--- config.mk ---
export PLATFORM = sky130hd
export DESIGN_NAME = overtemp_fault_supervisor
export DESIGN_NICKNAME = d
export VERILOG_FILES = /design/src/rtl/overtemp_pkg.sv /design/src/rtl/linear_to_fixed.sv /design/src/rtl/overtemp_fault_supervisor.sv
export VERILOG_INCLUDE_DIRS = /design/src /design/src/rtl
export SDC_FILE = /design/constraint.sdc
export NUM_CORES = 1
export LEC_CHECK = 0
export ABC_AREA = 1
export ABC_CLOCK_PERIOD_IN_PS = 12920
export BUFFER_PORTS_ARGS = -buffer_cell sky130_fd_sc_hd__clkbuf_2
export CORE_MARGIN = 2
export CORE_UTILIZATION = 60
export DETAILED_ROUTE_END_ITERATION = 16
export PLACE_DENSITY = 0.8
export SLEW_MARGIN = 20
export SYNTH_ARGS = -nofsm -noshare
export SYNTH_HDL_FRONTEND = slang
export SYNTH_SLANG_ARGS = --single-unit
--- constraint.sdc ---
create_clock -name mclk -period 12.92 [get_ports mclk]
set_clock_uncertainty 0.1 [all_clocks]
set_input_delay 2.584 -clock mclk [delete_from_list [all_inputs] [get_ports mclk]]
set_output_delay 2.584 -clock mclk [all_outputs]
set_load 0.1 [all_outputs]
--- src/rtl/overtemp_defs.svh ---
`ifndef OVERTEMP_DEFS_SVH
`define OVERTEMP_DEFS_SVH

// command codes
`define CMD_FAULT_LIMIT     8'h4f
`define CMD_FAULT_ACTION    8'h50
`define CMD_WARN_LIMIT      8'h51
`define CMD_TEMP_STATUS     8'h7d

// limit word layout
`define LIM_EXP_MSB         15
`define LIM_EXP_LSB         11
`define LIM_MAN_MSB         10
`define LIM_MAN_LSB         0
`define LIM_EXP_RESET       5'h00

// action byte layout
`define ACT_MODE_MSB        7
`define ACT_MODE_LSB        6
`define ACT_RETRY_MSB       5
`define ACT_RETRY_LSB       3
`define ACT_DELAY_MSB       2
`define ACT_DELAY_LSB       0
`define RETRY_FOREVER       3'h7
`define RETRY_LATCH         3'h0

// temperature status byte layout
`define STS_FAULT_BIT       7
`define STS_WARN_BIT        6
`define STS_INVALID_BIT     1

// fixed point and temperature figures, degrees c
`define FIX_FRAC            16
`define FIX_W               48
`define LIMIT_OFF_DEG       255
`define NVM_MIN_DEG         0
`define NVM_MAX_DEG         160
`define HYST_DEG            20

// timing
`define MCLK_PERIOD_NS      50
`define MS_NS               1000000
`define MS_CYCLES           (`MS_NS / `MCLK_PERIOD_NS)
`define LONG_DELAY_MS       10

`endif

--- src/rtl/overtemp_pkg.sv ---
package overtemp_pkg;

	typedef enum logic [7:0] {
		ST_IDLE     = 8'h01,
		ST_RUN      = 8'h02,
		ST_DELAY    = 8'h04,
		ST_OFF_WAIT = 8'h08,
		ST_STUCK    = 8'h10,
		ST_HICCUP   = 8'h20,
		ST_START    = 8'h40,
		ST_LATCHED  = 8'h80
	} sup_state_t;

	typedef enum logic [1:0] {
		ACT_IGNORE    = 2'b00,
		ACT_DELAYED   = 2'b01,
		ACT_IMMEDIATE = 2'b10,
		ACT_UNTIL_COOL = 2'b11
	} fault_action_t;

	typedef struct packed {
		logic [4:0]  exponent;
		logic [10:0] mantissa;
	} limit_word_t;

	typedef struct packed {
		logic temp_fault_flag;
		logic temp_warning_flag;
		logic invalid_data;
	} temp_status_t;

endpackage

--- src/rtl/linear_to_fixed.sv ---
`timescale 1ns/10ps
`include "overtemp_defs.svh"

// linear word (mantissa * 2^exponent) to signed fixed point, FRAC fraction bits
module linear_to_fixed #(
	parameter int FRAC = `FIX_FRAC,
	parameter int W    = `FIX_W
) (
	input  wire logic [15:0]         word,
	output logic signed [W-1:0]      fixed
);
	logic signed [W-1:0] ext;
	logic        [5:0]   shamt;

	always_comb begin
		ext   = {{(W-11){word[10]}}, word[10:0]};
		shamt = {word[15], word[15:11]} + 6'(FRAC);
		fixed = ext <<< shamt;
	end
endmodule // linear_to_fixed

--- src/rtl/overtemp_fault_supervisor.sv ---
`timescale 1ns/10ps
`include "overtemp_defs.svh"

// Operation
// - fault limit: 16-bit word, exponent resets zero
// - warning limit: same layout, mantissa from store
// - unsupported limit writes flag invalid, alert host
// - compare thresholds at full written resolution
// - store/restore rounds limits to whole 0..160, keeps 255
// - fault limit 255 disables fault detection
// - warning limit 255 disables warning detection
// - fault sets summary, fault flag, alert
// - warning sets summary, warning flag, alert
// - fault released only below warning threshold
// - bad warning limit: release twenty below fault
// - action modes ignore, delayed, immediate, until cool
// - retry field: latch, counted retries, forever
// - hot restart attempts still count toward limit
// - delay field selects shutdown delay, hiccup
// - clear while between thresholds may stick
module overtemp_fault_supervisor
	import overtemp_pkg::*;
#(
	parameter int MS_CYCLES = `MS_CYCLES
) (
	input  wire logic        mclk,
	input  wire logic        rst,
	input  wire logic        cmd_wr,
	input  wire logic        cmd_rd,
	input  wire logic [7:0]  cmd_code,
	input  wire logic [15:0] cmd_wdata,
	output logic      [15:0] cmd_rdata,
	output logic             cmd_rd_ack,
	input  wire logic        nvm_load,
	input  wire logic [15:0] nvm_fault_word,
	input  wire logic [15:0] nvm_warn_word,
	input  wire logic [7:0]  nvm_action,
	input  wire logic        nvm_store,
	output logic      [15:0] nvm_fault_image,
	output logic      [15:0] nvm_warn_image,
	output logic      [7:0]  nvm_action_image,
	input  wire logic        temp_valid,
	input  wire logic [15:0] temp_sample,
	input  wire logic        clear_faults,
	input  wire logic        output_on,
	input  wire logic        start_done,
	input  wire logic [7:0]  ton_rise_ms,
	output logic             shutdown,
	output logic             restart_pulse,
	output temp_status_t     status,
	output logic             temp_summary,
	output logic             alert_req
);
	localparam int W = `FIX_W;
	localparam logic signed [W-1:0] DEG_OFF  = W'(`LIMIT_OFF_DEG) <<< `FIX_FRAC;
	localparam logic signed [W-1:0] DEG_MIN  = W'(`NVM_MIN_DEG) <<< `FIX_FRAC;
	localparam logic signed [W-1:0] DEG_MAX  = W'(`NVM_MAX_DEG) <<< `FIX_FRAC;
	localparam logic signed [W-1:0] DEG_HYST = W'(`HYST_DEG) <<< `FIX_FRAC;
	localparam logic signed [W-1:0] HALF_DEG = W'(1) <<< (`FIX_FRAC - 1);

	// ---------------- configuration registers ----------------
	limit_word_t fault_lim_r, fault_lim_nxt;
	limit_word_t warn_lim_r, warn_lim_nxt;
	logic [7:0]  action_r, action_nxt;
	logic        load_pend_r, load_pend_nxt;
	logic [15:0] fault_img_nxt, warn_img_nxt;
	logic [7:0]  act_img_nxt;

	logic signed [W-1:0] fault_fix, warn_fix, wr_fix, samp_fix, nvf_fix, nvw_fix;

	linear_to_fixed #(.FRAC(`FIX_FRAC), .W(W)) u_fault (.word(fault_lim_r),    .fixed(fault_fix));
	linear_to_fixed #(.FRAC(`FIX_FRAC), .W(W)) u_warn  (.word(warn_lim_r),     .fixed(warn_fix));
	linear_to_fixed #(.FRAC(`FIX_FRAC), .W(W)) u_wr    (.word(cmd_wdata),      .fixed(wr_fix));
	linear_to_fixed #(.FRAC(`FIX_FRAC), .W(W)) u_samp  (.word(temp_sample),    .fixed(samp_fix));
	linear_to_fixed #(.FRAC(`FIX_FRAC), .W(W)) u_nvf   (.word(nvm_fault_word), .fixed(nvf_fix));
	linear_to_fixed #(.FRAC(`FIX_FRAC), .W(W)) u_nvw   (.word(nvm_warn_word),  .fixed(nvw_fix));

	// nearest whole degree inside the stored range; the disable code survives
	function automatic limit_word_t round_limit(input logic signed [W-1:0] f);
		logic signed [W-1:0] r;
		r = (f + HALF_DEG) >>> `FIX_FRAC;
		round_limit.exponent = `LIM_EXP_RESET;
		if (f == DEG_OFF)
			round_limit.mantissa = 11'(`LIMIT_OFF_DEG);
		else if (r < W'(`NVM_MIN_DEG))
			round_limit.mantissa = 11'(`NVM_MIN_DEG);
		else if (r > W'(`NVM_MAX_DEG))
			round_limit.mantissa = 11'(`NVM_MAX_DEG);
		else
			round_limit.mantissa = r[10:0];
	endfunction

	logic wr_limit, wr_bad;

	always_comb begin
		wr_limit = cmd_wr && (cmd_code == `CMD_FAULT_LIMIT || cmd_code == `CMD_WARN_LIMIT);
		wr_bad   = wr_limit && !(wr_fix == DEG_OFF || (wr_fix >= DEG_MIN && wr_fix <= DEG_MAX));
		fault_lim_nxt = fault_lim_r;
		warn_lim_nxt  = warn_lim_r;
		action_nxt    = action_r;
		load_pend_nxt = 1'b0;
		fault_img_nxt = nvm_fault_image;
		warn_img_nxt  = nvm_warn_image;
		act_img_nxt   = nvm_action_image;
		if (load_pend_r || nvm_load) begin
			fault_lim_nxt = round_limit(nvf_fix);
			warn_lim_nxt  = round_limit(nvw_fix);
			action_nxt    = nvm_action;
		end else if (nvm_store) begin
			fault_lim_nxt = round_limit(fault_fix);
			warn_lim_nxt  = round_limit(warn_fix);
			fault_img_nxt = round_limit(fault_fix);
			warn_img_nxt  = round_limit(warn_fix);
			act_img_nxt   = action_r;
		end else if (cmd_wr && !wr_bad) begin
			case (cmd_code)
				`CMD_FAULT_LIMIT:  fault_lim_nxt = cmd_wdata;
				`CMD_WARN_LIMIT:   warn_lim_nxt  = cmd_wdata;
				`CMD_FAULT_ACTION: action_nxt    = cmd_wdata[7:0];
				default:           action_nxt    = action_r;
			endcase
		end
	end

	always_ff @(posedge mclk or posedge rst) begin
		if (rst) begin
			fault_lim_r      <= '{exponent: `LIM_EXP_RESET, mantissa: 11'h000};
			warn_lim_r       <= '{exponent: `LIM_EXP_RESET, mantissa: 11'h000};
			action_r         <= 8'h00;
			load_pend_r      <= 1'b1;
			nvm_fault_image  <= 16'h0000;
			nvm_warn_image   <= 16'h0000;
			nvm_action_image <= 8'h00;
		end else begin
			fault_lim_r      <= fault_lim_nxt;
			warn_lim_r       <= warn_lim_nxt;
			action_r         <= action_nxt;
			load_pend_r      <= load_pend_nxt;
			nvm_fault_image  <= fault_img_nxt;
			nvm_warn_image   <= warn_img_nxt;
			nvm_action_image <= act_img_nxt;
		end
	end

	// ---------------- register reads ----------------
	logic [15:0] rdata_nxt;

	always_comb begin
		rdata_nxt = 16'h0000;
		case (cmd_code)
			`CMD_FAULT_LIMIT:  rdata_nxt = fault_lim_r;
			`CMD_WARN_LIMIT:   rdata_nxt = warn_lim_r;
			`CMD_FAULT_ACTION: rdata_nxt = {8'h00, action_r};
			`CMD_TEMP_STATUS: begin
				rdata_nxt[`STS_FAULT_BIT]   = status.temp_fault_flag;
				rdata_nxt[`STS_WARN_BIT]    = status.temp_warning_flag;
				rdata_nxt[`STS_INVALID_BIT] = status.invalid_data;
			end
			default:           rdata_nxt = 16'h0000;
		endcase
	end

	always_ff @(posedge mclk or posedge rst) begin
		if (rst) begin
			cmd_rdata  <= 16'h0000;
			cmd_rd_ack <= 1'b0;
		end else begin
			cmd_rdata  <= cmd_rd ? rdata_nxt : cmd_rdata;
			cmd_rd_ack <= cmd_rd;
		end
	end

	// ---------------- comparisons ----------------
	logic                fault_en, warn_en, fault_hit, warn_hit, cool_hit;
	logic signed [W-1:0] release_fix;
	logic                cond_r, cond_nxt, cool_r, cool_nxt, hot_r, hot_nxt;

	always_comb begin
		fault_en    = fault_fix != DEG_OFF;
		warn_en     = warn_fix != DEG_OFF;
		release_fix = (!warn_en || warn_fix > fault_fix) ? fault_fix - DEG_HYST : warn_fix;
		fault_hit   = temp_valid && fault_en && samp_fix >= fault_fix;
		warn_hit    = temp_valid && warn_en && samp_fix >= warn_fix;
		cool_hit    = temp_valid && samp_fix < release_fix;
		cond_nxt    = fault_hit ? 1'b1 : (cool_hit ? 1'b0 : cond_r);
		cool_nxt    = temp_valid ? samp_fix < release_fix : cool_r;
		hot_nxt     = temp_valid ? fault_hit : hot_r;
	end

	always_ff @(posedge mclk or posedge rst) begin
		if (rst) begin
			cond_r <= 1'b0;
			cool_r <= 1'b1;
			hot_r  <= 1'b0;
		end else begin
			cond_r <= cond_nxt;
			cool_r <= cool_nxt;
			hot_r  <= hot_nxt;
		end
	end

	// ---------------- status ----------------
	temp_status_t sts_nxt;

	always_comb begin
		sts_nxt.temp_fault_flag   = fault_hit || (status.temp_fault_flag && !clear_faults);
		sts_nxt.temp_warning_flag = warn_hit || (status.temp_warning_flag && !clear_faults);
		sts_nxt.invalid_data      = wr_bad || (status.invalid_data && !clear_faults);
	end

	always_ff @(posedge mclk or posedge rst) begin
		if (rst)
			status <= '0;
		else
			status <= sts_nxt;
	end

	assign temp_summary = status.temp_fault_flag || status.temp_warning_flag;
	assign alert_req    = |status;

	// ---------------- millisecond tick ----------------
	logic [31:0] ms_cnt_r, ms_cnt_nxt;
	logic        ms_tick;

	always_comb begin
		ms_tick    = ms_cnt_r == 32'(MS_CYCLES - 1);
		ms_cnt_nxt = ms_tick ? 32'h0000_0000 : ms_cnt_r + 32'h0000_0001;
	end

	always_ff @(posedge mclk or posedge rst) begin
		if (rst)
			ms_cnt_r <= 32'h0000_0000;
		else
			ms_cnt_r <= ms_cnt_nxt;
	end

	// ---------------- shutdown and retry control ----------------
	sup_state_t    state_r, state_nxt;
	logic [15:0]   tmr_r, tmr_nxt;
	logic [2:0]    tries_r, tries_nxt;
	fault_action_t mode;
	logic [2:0]    retry, dsel;
	logic [15:0]   delay_ms, hiccup_ms;
	logic [2:0]    hmul;
	logic          tmr_done, restart_nxt;

	always_comb begin
		mode  = fault_action_t'(action_r[`ACT_MODE_MSB:`ACT_MODE_LSB]);
		retry = action_r[`ACT_RETRY_MSB:`ACT_RETRY_LSB];
		dsel  = action_r[`ACT_DELAY_MSB:`ACT_DELAY_LSB];
		case (dsel)
			3'h0:       hmul = 3'h1;
			3'h1, 3'h2: hmul = 3'h2;
			3'h3, 3'h4, 3'h5: hmul = 3'h3;
			default:    hmul = 3'h4;
		endcase
		delay_ms  = (dsel == 3'h0) ? 16'(`LONG_DELAY_MS) : {13'h0000, dsel};
		hiccup_ms = 16'(ton_rise_ms) * 16'(hmul);
		tmr_done  = tmr_r == 16'h0000;
	end

	// shut down, then either wait out a hiccup or latch off once the attempts are spent
	function automatic sup_state_t shut_entry(input logic [2:0] rt, input logic [2:0] done);
		if (rt == `RETRY_LATCH || (rt != `RETRY_FOREVER && done >= rt))
			shut_entry = ST_LATCHED;
		else
			shut_entry = ST_HICCUP;
	endfunction

	always_comb begin
		state_nxt   = state_r;
		tmr_nxt     = (ms_tick && !tmr_done) ? tmr_r - 16'h0001 : tmr_r;
		tries_nxt   = tries_r;
		restart_nxt = 1'b0;
		case (state_r)
			ST_IDLE: begin
				tries_nxt = 3'h0;
				if (output_on)
					state_nxt = ST_RUN;
			end
			ST_RUN, ST_START: begin
				if (state_r == ST_START && start_done) begin
					state_nxt = ST_RUN;
					tries_nxt = 3'h0;
				end
				if (fault_hit) begin
					case (mode)
						ACT_DELAYED: begin
							state_nxt = ST_DELAY;
							tmr_nxt   = delay_ms;
						end
						ACT_IMMEDIATE: begin
							state_nxt = shut_entry(retry, tries_r);
							tmr_nxt   = hiccup_ms;
						end
						ACT_UNTIL_COOL: state_nxt = ST_OFF_WAIT;
						default:        state_nxt = state_r;
					endcase
				end
			end
			ST_DELAY: begin
				if (cool_hit)
					state_nxt = ST_RUN;
				else if (tmr_done) begin
					state_nxt = cond_r ? shut_entry(retry, tries_r) : ST_RUN;
					tmr_nxt   = hiccup_ms;
				end
			end
			ST_OFF_WAIT: begin
				if (cool_hit) begin
					state_nxt = shut_entry(retry, tries_r);
					tmr_nxt   = hiccup_ms;
				end else if (clear_faults && !hot_r)
					state_nxt = ST_STUCK;
			end
			ST_STUCK: begin
				if (fault_hit)
					state_nxt = ST_OFF_WAIT;
			end
			ST_HICCUP: begin
				if (tmr_done) begin
					tries_nxt = tries_r + 3'h1;
					if (retry != `RETRY_FOREVER && tries_r + 3'h1 >= retry)
						state_nxt = cool_r ? ST_START : ST_LATCHED;
					else if (cool_r)
						state_nxt = ST_START;
					else
						tmr_nxt = hiccup_ms;
					restart_nxt = cool_r;
					if (retry == `RETRY_FOREVER)
						tries_nxt = tries_r;
				end
			end
			ST_LATCHED: state_nxt = ST_LATCHED;
			default:    state_nxt = ST_IDLE;
		endcase
		if (!output_on) begin
			state_nxt = ST_IDLE;
			tries_nxt = 3'h0;
		end
	end

	always_ff @(posedge mclk or posedge rst) begin
		if (rst) begin
			state_r       <= ST_IDLE;
			tmr_r         <= 16'h0000;
			tries_r       <= 3'h0;
			restart_pulse <= 1'b0;
			shutdown      <= 1'b0;
		end else begin
			state_r       <= state_nxt;
			tmr_r         <= tmr_nxt;
			tries_r       <= tries_nxt;
			restart_pulse <= restart_nxt;
			shutdown      <= state_nxt inside {ST_OFF_WAIT, ST_STUCK, ST_HICCUP, ST_LATCHED};
		end
	end
endmodule // overtemp_fault_supervisor

After elaboration in Yosys (flattened, before gate mapping)
Cells that the tools add are included.
{"block": "word_totals", "input_bits": 98, "elab_cells": 219, "output_inout_bits": 64, "ff_bits": 155}
{"block": "op_classes", "n_mul": 1, "eq_ne": 39, "muxes": 68, "reduce_logical": 51, "shifts": 6, "magnitude_cmp": 16, "n_addsub": 14, "bitwise": 1}
{"op": "<<< shifter 11 x 6 -> 48 bit", "n": 6}
{"op": "two-way mux 16 bit", "n": 16}
{"op": "equality test 48 x 25 -> 1 bit (second input constant)", "n": 5}
{"op": "adder 48 x 17 -> 48 bit (second input constant)", "n": 4}
{"op": "two-way mux 8 bit", "n": 18}
{"op": "two-way mux 11 bit", "n": 12}
{"op": "> comparator 32 x 9 -> 1 bit (second input constant)", "n": 4}
{"op": "< comparator 32 x 1 -> 1 bit (second input constant)", "n": 4}
{"op": "greater-or-equal comparator 48 bit", "n": 2}
{"op": "!= test 48 x 25 -> 1 bit (second input constant)", "n": 2}
{"op": "one-hot mux 16 bit (4 select lines)", "n": 1}
{"op": "one-hot mux 8 bit (7 select lines)", "n": 1}
{"op": "greater-or-equal comparator 48 x 1 -> 1 bit (second input constant)", "n": 1}
{"op": "> comparator 48 bit", "n": 1}
{"op": "<= comparator 48 x 25 -> 1 bit (second input constant)", "n": 1}
{"op": "< comparator 48 bit", "n": 1}
{"op": "two-way mux 48 bit", "n": 1}
{"op": "subtractor 48 x 22 -> 48 bit (second input constant)", "n": 1}
{"op": "equality test 8 x 7 -> 1 bit (second input constant)", "n": 5}
{"op": "adder 6 x 5 -> 6 bit (second input constant)", "n": 6}
{"op": "adder 32 x 1 -> 32 bit (second input constant)", "n": 1}
{"op": "equality test 32 x 15 -> 1 bit (second input constant)", "n": 1}
{"op": "two-way mux 32 bit", "n": 1}
{"op": "one-hot mux 16 bit (2 select lines)", "n": 1}
{"op": "other kinds (43)", "n": 100}

Logic depth before layout (Yosys ltp)
{"block": "logic_depth", "depth_word": 13, "mapped_depth": 49, "mapped_depth_nobuf": 47}

Cells and area by module
Synthesis repeated with hierarchy kept, for this count alone.
{"block": "hier_totals", "hier_cells": 4288, "hier_area_um2": 25486.9}
{"mod": "overtemp_fault_supervisor", "seq_area_each_um2": 3882.5, "area_each_um2": 18760.5, "instances": 1, "cells_each": 2824}
{"mod": "linear_to_fixed", "seq_area_each_um2": 0.0, "area_each_um2": 1121.1, "instances": 6, "cells_each": 244}

Least setup slack after synthesis
Ideal clock, no wire load.
{"block": "synth_timing", "kind": "input-to-reg", "from": "in temp_sample[12]", "to": "reg tmr_r[2]", "required_ps": 12696, "arrival_ps": 6181, "path_buffers": 3, "slack_ps": 6516, "setup_time_ps": 124, "path_stages": 27, "path_cell_list": "clkbuf_1 -> inv_1 -> clkbuf_1 -> nand2_1 -> o21ai_0 -> nand2_1 -> o21ai_0 -> nand2_1 -> o21ai_0 -> o21ai_0 -> inv_1 -> ha_1 -> nand4_1 -> nor3_1 -> nor4b_1 -> nand3_1 -> nand3_1 -> xnor2_1 -> a41o_1 -> nand3_2 -> nor2_2 -> inv_1 -> buf_2 -> o21ai_0 -> o2111ai_1 -> a21oi_1 -> a21oi_1"}
{"block": "synth_between", "elab_chain_cells": 6, "word_cells_on_any_way": 10, "cone_classes": "add/sub (1); order compare (2); shift (1); mux (4); reduce/logical (2)"}
{"item": "start, declared", "line": "overtemp_fault_supervisor.sv:43", "source": "input wire logic [15:0] temp_sample,"}
{"item": "adder 6 x 5 -> 6 bit (*)", "line": "linear_to_fixed.sv:17", "source": "shamt = {word[15], word[15:11]} + 6'(FRAC);"}
{"item": "<<< shifter 11 x 6 -> 48 bit (*)", "line": "linear_to_fixed.sv:18", "source": "fixed = ext <<< shamt;"}
{"item": "< comparator 48 bit / greater-or-equal comparator 48 bit (equally long branches)", "line": "overtemp_fault_supervisor.sv:184, overtemp_fault_supervisor.sv:182"}
{"item": "logical AND 1 bit, on equally long branches", "line": "overtemp_fault_supervisor.sv:184, overtemp_fault_supervisor.sv:182"}
{"item": "two-way mux 16 bit, on equally long branches", "line": "overtemp_fault_supervisor.sv:310, overtemp_fault_supervisor.sv:286, overtemp_fault_supervisor.sv:302"}
{"item": "one-hot mux 16 bit (4 select lines) (*)", "line": "overtemp_fault_supervisor.sv:275", "source": "case (state_r)"}
{"item": "via tmr_nxt[2]", "line": "overtemp_fault_supervisor.sv:239", "source": "logic [15:0] tmr_r, tmr_nxt;"}
{"item": "end signal, assigned", "line": "overtemp_fault_supervisor.sv:352", "source": "tmr_r <= tmr_nxt;"}
{"item": "end, declared", "line": "overtemp_fault_supervisor.sv:239"}
The timed path passes the listed nets; every way through them passes the cells marked *.
A chain may end at the register's enable or synchronous reset.

Worst setup path in the final report
{"block": "layout_timing", "from": "reg warn_lim_r[15] (netlist bit)", "to": "reg tmr_r[11]"}
{"block": "layout_between", "elab_chain_cells": 10, "word_cells_on_any_way": 12, "cone_classes": "add/sub (1); order compare (2); eq/ne (1); shift (1); mux (4); reduce/logical (3)"}
{"item": "start, declared", "line": "overtemp_fault_supervisor.sv:63", "source": "limit_word_t warn_lim_r, warn_lim_nxt;"}
{"item": "start signal, assigned", "line": "overtemp_fault_supervisor.sv:128", "source": "warn_lim_r <= '{exponent: `LIM_EXP_RESET, mantissa: 11'h000};"}
{"item": "start signal, assigned", "line": "overtemp_fault_supervisor.sv:136", "source": "warn_lim_r <= warn_lim_nxt;"}
{"item": "adder 6 x 5 -> 6 bit (*)", "line": "linear_to_fixed.sv:17"}
{"item": "<<< shifter 11 x 6 -> 48 bit (*)", "line": "linear_to_fixed.sv:18"}
{"item": "branches (longest 3 deep; another with > comparator 48 bit)"}
{"item": "two-way mux 48 bit (*)", "line": "overtemp_fault_supervisor.sv:181", "source": "release_fix = (!warn_en || warn_fix > fault_fix) ? fault_fix - DEG_HYST : warn_fix;"}
{"item": "< comparator 48 bit (*)", "line": "overtemp_fault_supervisor.sv:184", "source": "cool_hit = temp_valid && samp_fix < release_fix;"}
{"item": "logical AND 1 bit (*)", "line": "overtemp_fault_supervisor.sv:184"}
{"item": "two-way mux 16 bit, on equally long branches", "line": "overtemp_fault_supervisor.sv:310, overtemp_fault_supervisor.sv:302"}
{"item": "one-hot mux 16 bit (4 select lines) (*)", "line": "overtemp_fault_supervisor.sv:275"}
{"item": "via tmr_nxt[11]", "line": "overtemp_fault_supervisor.sv:239"}
Mark *: on every way through the listed nets, which the timed path passes.

==> results_dict.tcl <==
set metrics [dict create \
    status "finished clean" \
    coreArea_sq_um 35480 \
    clockBufferDepth 2 \
    num_rows 69 \
    max_freq_ghz 0.1108 \
    worstMarginPinSlew_ns 1.122 \
    maxCapViolCount 0 \
    slew_headroom 0.2438 \
    multi_input_area_sq_um 15230 \
    drtIter0Drc 3096 \
    io_pins 162 \
    min_path_cells 1 \
    yosysMostFrequentCell "nand2_1" \
    fill_cells 3263 \
    synth_area_per_cell_sq_um 6.079 \
    rsz0062_at_grt "no" \
    start_kind "register" \
    cp.required_ns 13.18 \
    clockRootBuffer "clkbuf_16" \
    worstSetupPathType "reg2reg" \
    final_cells 4083 \
    tritoncts "yes" \
    grt_pass1_vias 22960 \
    fin_crit_sh 0.6983 \
    nets 3916 \
    hpwlAfterDp_microns 63480 \
    post-route-min-period_ns 9.022 \
    ys_types 76 \
    regToRegStartpoint "warn_lim_r[15]" \
    synth_top_area_frac 0.1766 \
    crit_fanout 69 \
    vias 25200 \
    yosysTopAreaCell "dfrtp_1" \
    drv_slew 0 \
    grt_pass1_wl_microns 122200 \
    wire_per_inst_microns 19.26 \
    finalSetupViolations 0 \
    dieWidth_microns 193.5 \
    cts_setup_buffers 0 \
    holdPathEnd "ms_cnt_r[0]" \
    cts.sinks 155 \
    drtAntennaViolNets 0 \
    antenna_found_initial 0 \
    grt_use_met1 0.5324 \
    hold_buffers 0 \
    crit_top_cell "nand2_1" \
    grt_remaining_overflow 0 \
    yosys_warnings 0 \
    sequential_cell_area_sq_um 3882 \
    ff2ff_setup_slack_ns 3.90 \
    cts_made_buffers 17 \
    critPathCaptureType "register" \
    crit_arrival_ns 9.28 \
    synth_commonest_cells "nand2_1 (890), inv_1 (461), nor2_1 (378)" \
    async_reset_ff_frac 1.000 \
    grt_usage 0.4039 \
    synth_ff_type "dfrtp_1" \
    cts_resized 0 \
    r2r-end "tmr_r[11]" \
    syn-cell-area_sq_um 21540 \
    use_met3 0.09693 \
    finalSetupTns_ns 0 \
    slowest_stage "dfrtp_1" \
    grt_use_met2 0.6442 \
    critPathMaxStageDelay_ns 0.90 \
    grt.busiest_layer "met2" \
    drcViolationCount 0 \
    hp-class "reg2reg" \
    die_area_sq_um 37430 \
    dp_cells 4051 \
    viasPerCell 6.171 \
    p_leak_nw 12.32 \
    power.density_nw_per_um2 103.1 \
    drive_above_1_share 0.08531 \
    path_clk_slew_ns 0.09 \
    synth_area_leaders "dfrtp_1 (18%), nand2_1 (16%), ha_1 (12%), inv_1 (8.0%), o21ai_0 (7.9%)" \
    htreeDepth 4 \
    yosysSeqAreaShare 0.1802 \
    port_buffers 151 \
    fp.dieH_microns 193.5 \
    syn_to_final_growth_pct 6.674 \
    syn_inst 3543 \
    grt_max_degree 87 \
    peakVddDrop_v 0.0001818 \
    gp_congestion 1.136 \
    reg2reg_depth 28 \
    wl_microns 78650 \
    ys_ff_latch 155 \
    final_hold_viol_count 0 \
    synth-edff-count 0 \
    min_from "ms_cnt_r[0]" \
    dr.pass1.iters 8 \
    start_util 0.6070 \
    worstSkewPairLatency_ns 0.45 \
    antennaDiodeCount 0 \
]
-- placed cells by master (no fill, tap or decap), types with 12 or more instances in the layout --
cell	netlist	routed
a21oi_1	172	172
a221oi_1	12	12
a31oi_1	15	15
buf_4	15	12
clkbuf_16	0	17
clkbuf_2	0	151
dfrtp_1	152	152
ha_1	202	202
inv_1	461	460
inv_2	21	21
mux2i_1	31	31
nand2_1	890	890
nand3_1	214	214
nand3_2	14	14
nand4_1	53	53
nor2_1	378	378
nor2_2	12	12
nor3_1	58	58
nor4_1	39	37
o2111ai_1	14	14
o211ai_1	17	17
o21a_1	15	15
o21ai_0	340	340
o21ai_1	66	66
o22ai_1	20	20
or2_2	16	16
xor2_1	49	49
-- area by class of cell --
type / instances / share of cell area
clock buffers: 17 / 0.01851
clock inverters: 15 / 0.007460
inverters: 489 / 0.08010
multi-input cells: 2783 / 0.6630
flip-flops and latches: 155 / 0.1690
well taps: 461 / 0.02510
repair buffers: 163 / 0.03681
-- flip-flops by register name (all words and copies together) (netlist names), 3 cells and up --
| signal | count |
|---|---|
| ms_cnt_r | 32 |
| cmd_rdata | 16 |
| fault_lim_r | 16 |
| tmr_r | 16 |
| warn_lim_r | 16 |
| nvm_fault_image | 11 |
| nvm_warn_image | 11 |
| action_r | 8 |
| nvm_action_image | 8 |
| state_r | 8 |
| status | 3 |
| tries_r | 3 |
-- layer usage --
| layer | up-vias | part of all wire |
|---|---|---|
| li1 | 11880 | - |
| met1 | 11520 | 0.40 |
| met2 | 1535 | 0.44 |
| met3 | 261 | 0.12 |
| met4 | 0 | 0.041 |
| met5 | - | 0 |
-- logic make-up after synthesis --
group           Yosys count  synth area share
mux                      31           0.01441
xor+xnor                 60           0.02440
fa+ha+maj               209            0.1238
buf+inv                 615            0.1148
other cells               1         0.0001741
flops                   155            0.1803
compound gates          750            0.1981
simple gates           1722            0.3440
-- worst max-delay path: cells and delay by family, from the launching register on --
family,cells,cell delay [ns]
AOI/OAI and AO/OA,4,1.44
DFF,1,0.90
adders and majority gates,2,0.64
buffers and inverters,4,1.19
and+or+nand+nor,18,4.66
-- where the power goes --
part,internal (W),switching (W)
clock network,0.000262,0.000249
registers,0.000542,0.0000611
logic,0.000361,0.000894
-- per-stage QoR --
| stage | instance area (sq um) | setup WS (ns) | util | total power [W] | hold WS [ns] |
|---|---|---|---|---|---|
| floorplan | 21580 | 6.063 | - | 0.001497 | 0.3329 |
| global placement | 22370 | 4.623 | 0.6306 | 0.001774 | 0.3503 |
| detailed placement | 22370 | 4.503 | 0.6306 | 0.001811 | 0.3551 |
| CTS | 22970 | 4.489 | 0.6474 | 0.002319 | 0.3643 |
| global route | 22980 | 3.562 | 0.6476 | 0.002509 | 0.3858 |
| finish | 22980 | 3.898 | 0.6476 | 0.002369 | 0.3661 |
-- how the worst max path moves through the flow --
stage	slack [ns]	end	depth (start not counted)	start
after floorplan	6.06	action_r[0]	1	rst
after global placement	4.62	tmr_r[10]	31	warn_lim_r[15]
after detailed placement	4.50	tmr_r[10]	30	warn_lim_r[15]
after CTS	4.49	tmr_r[10]	30	warn_lim_r[15]
after global routing	3.56	tmr_r[10]	30	warn_lim_r[15]
final	3.90	tmr_r[11]	28	warn_lim_r[15]
No activity file was read; power rests on OpenSTA's default activity.
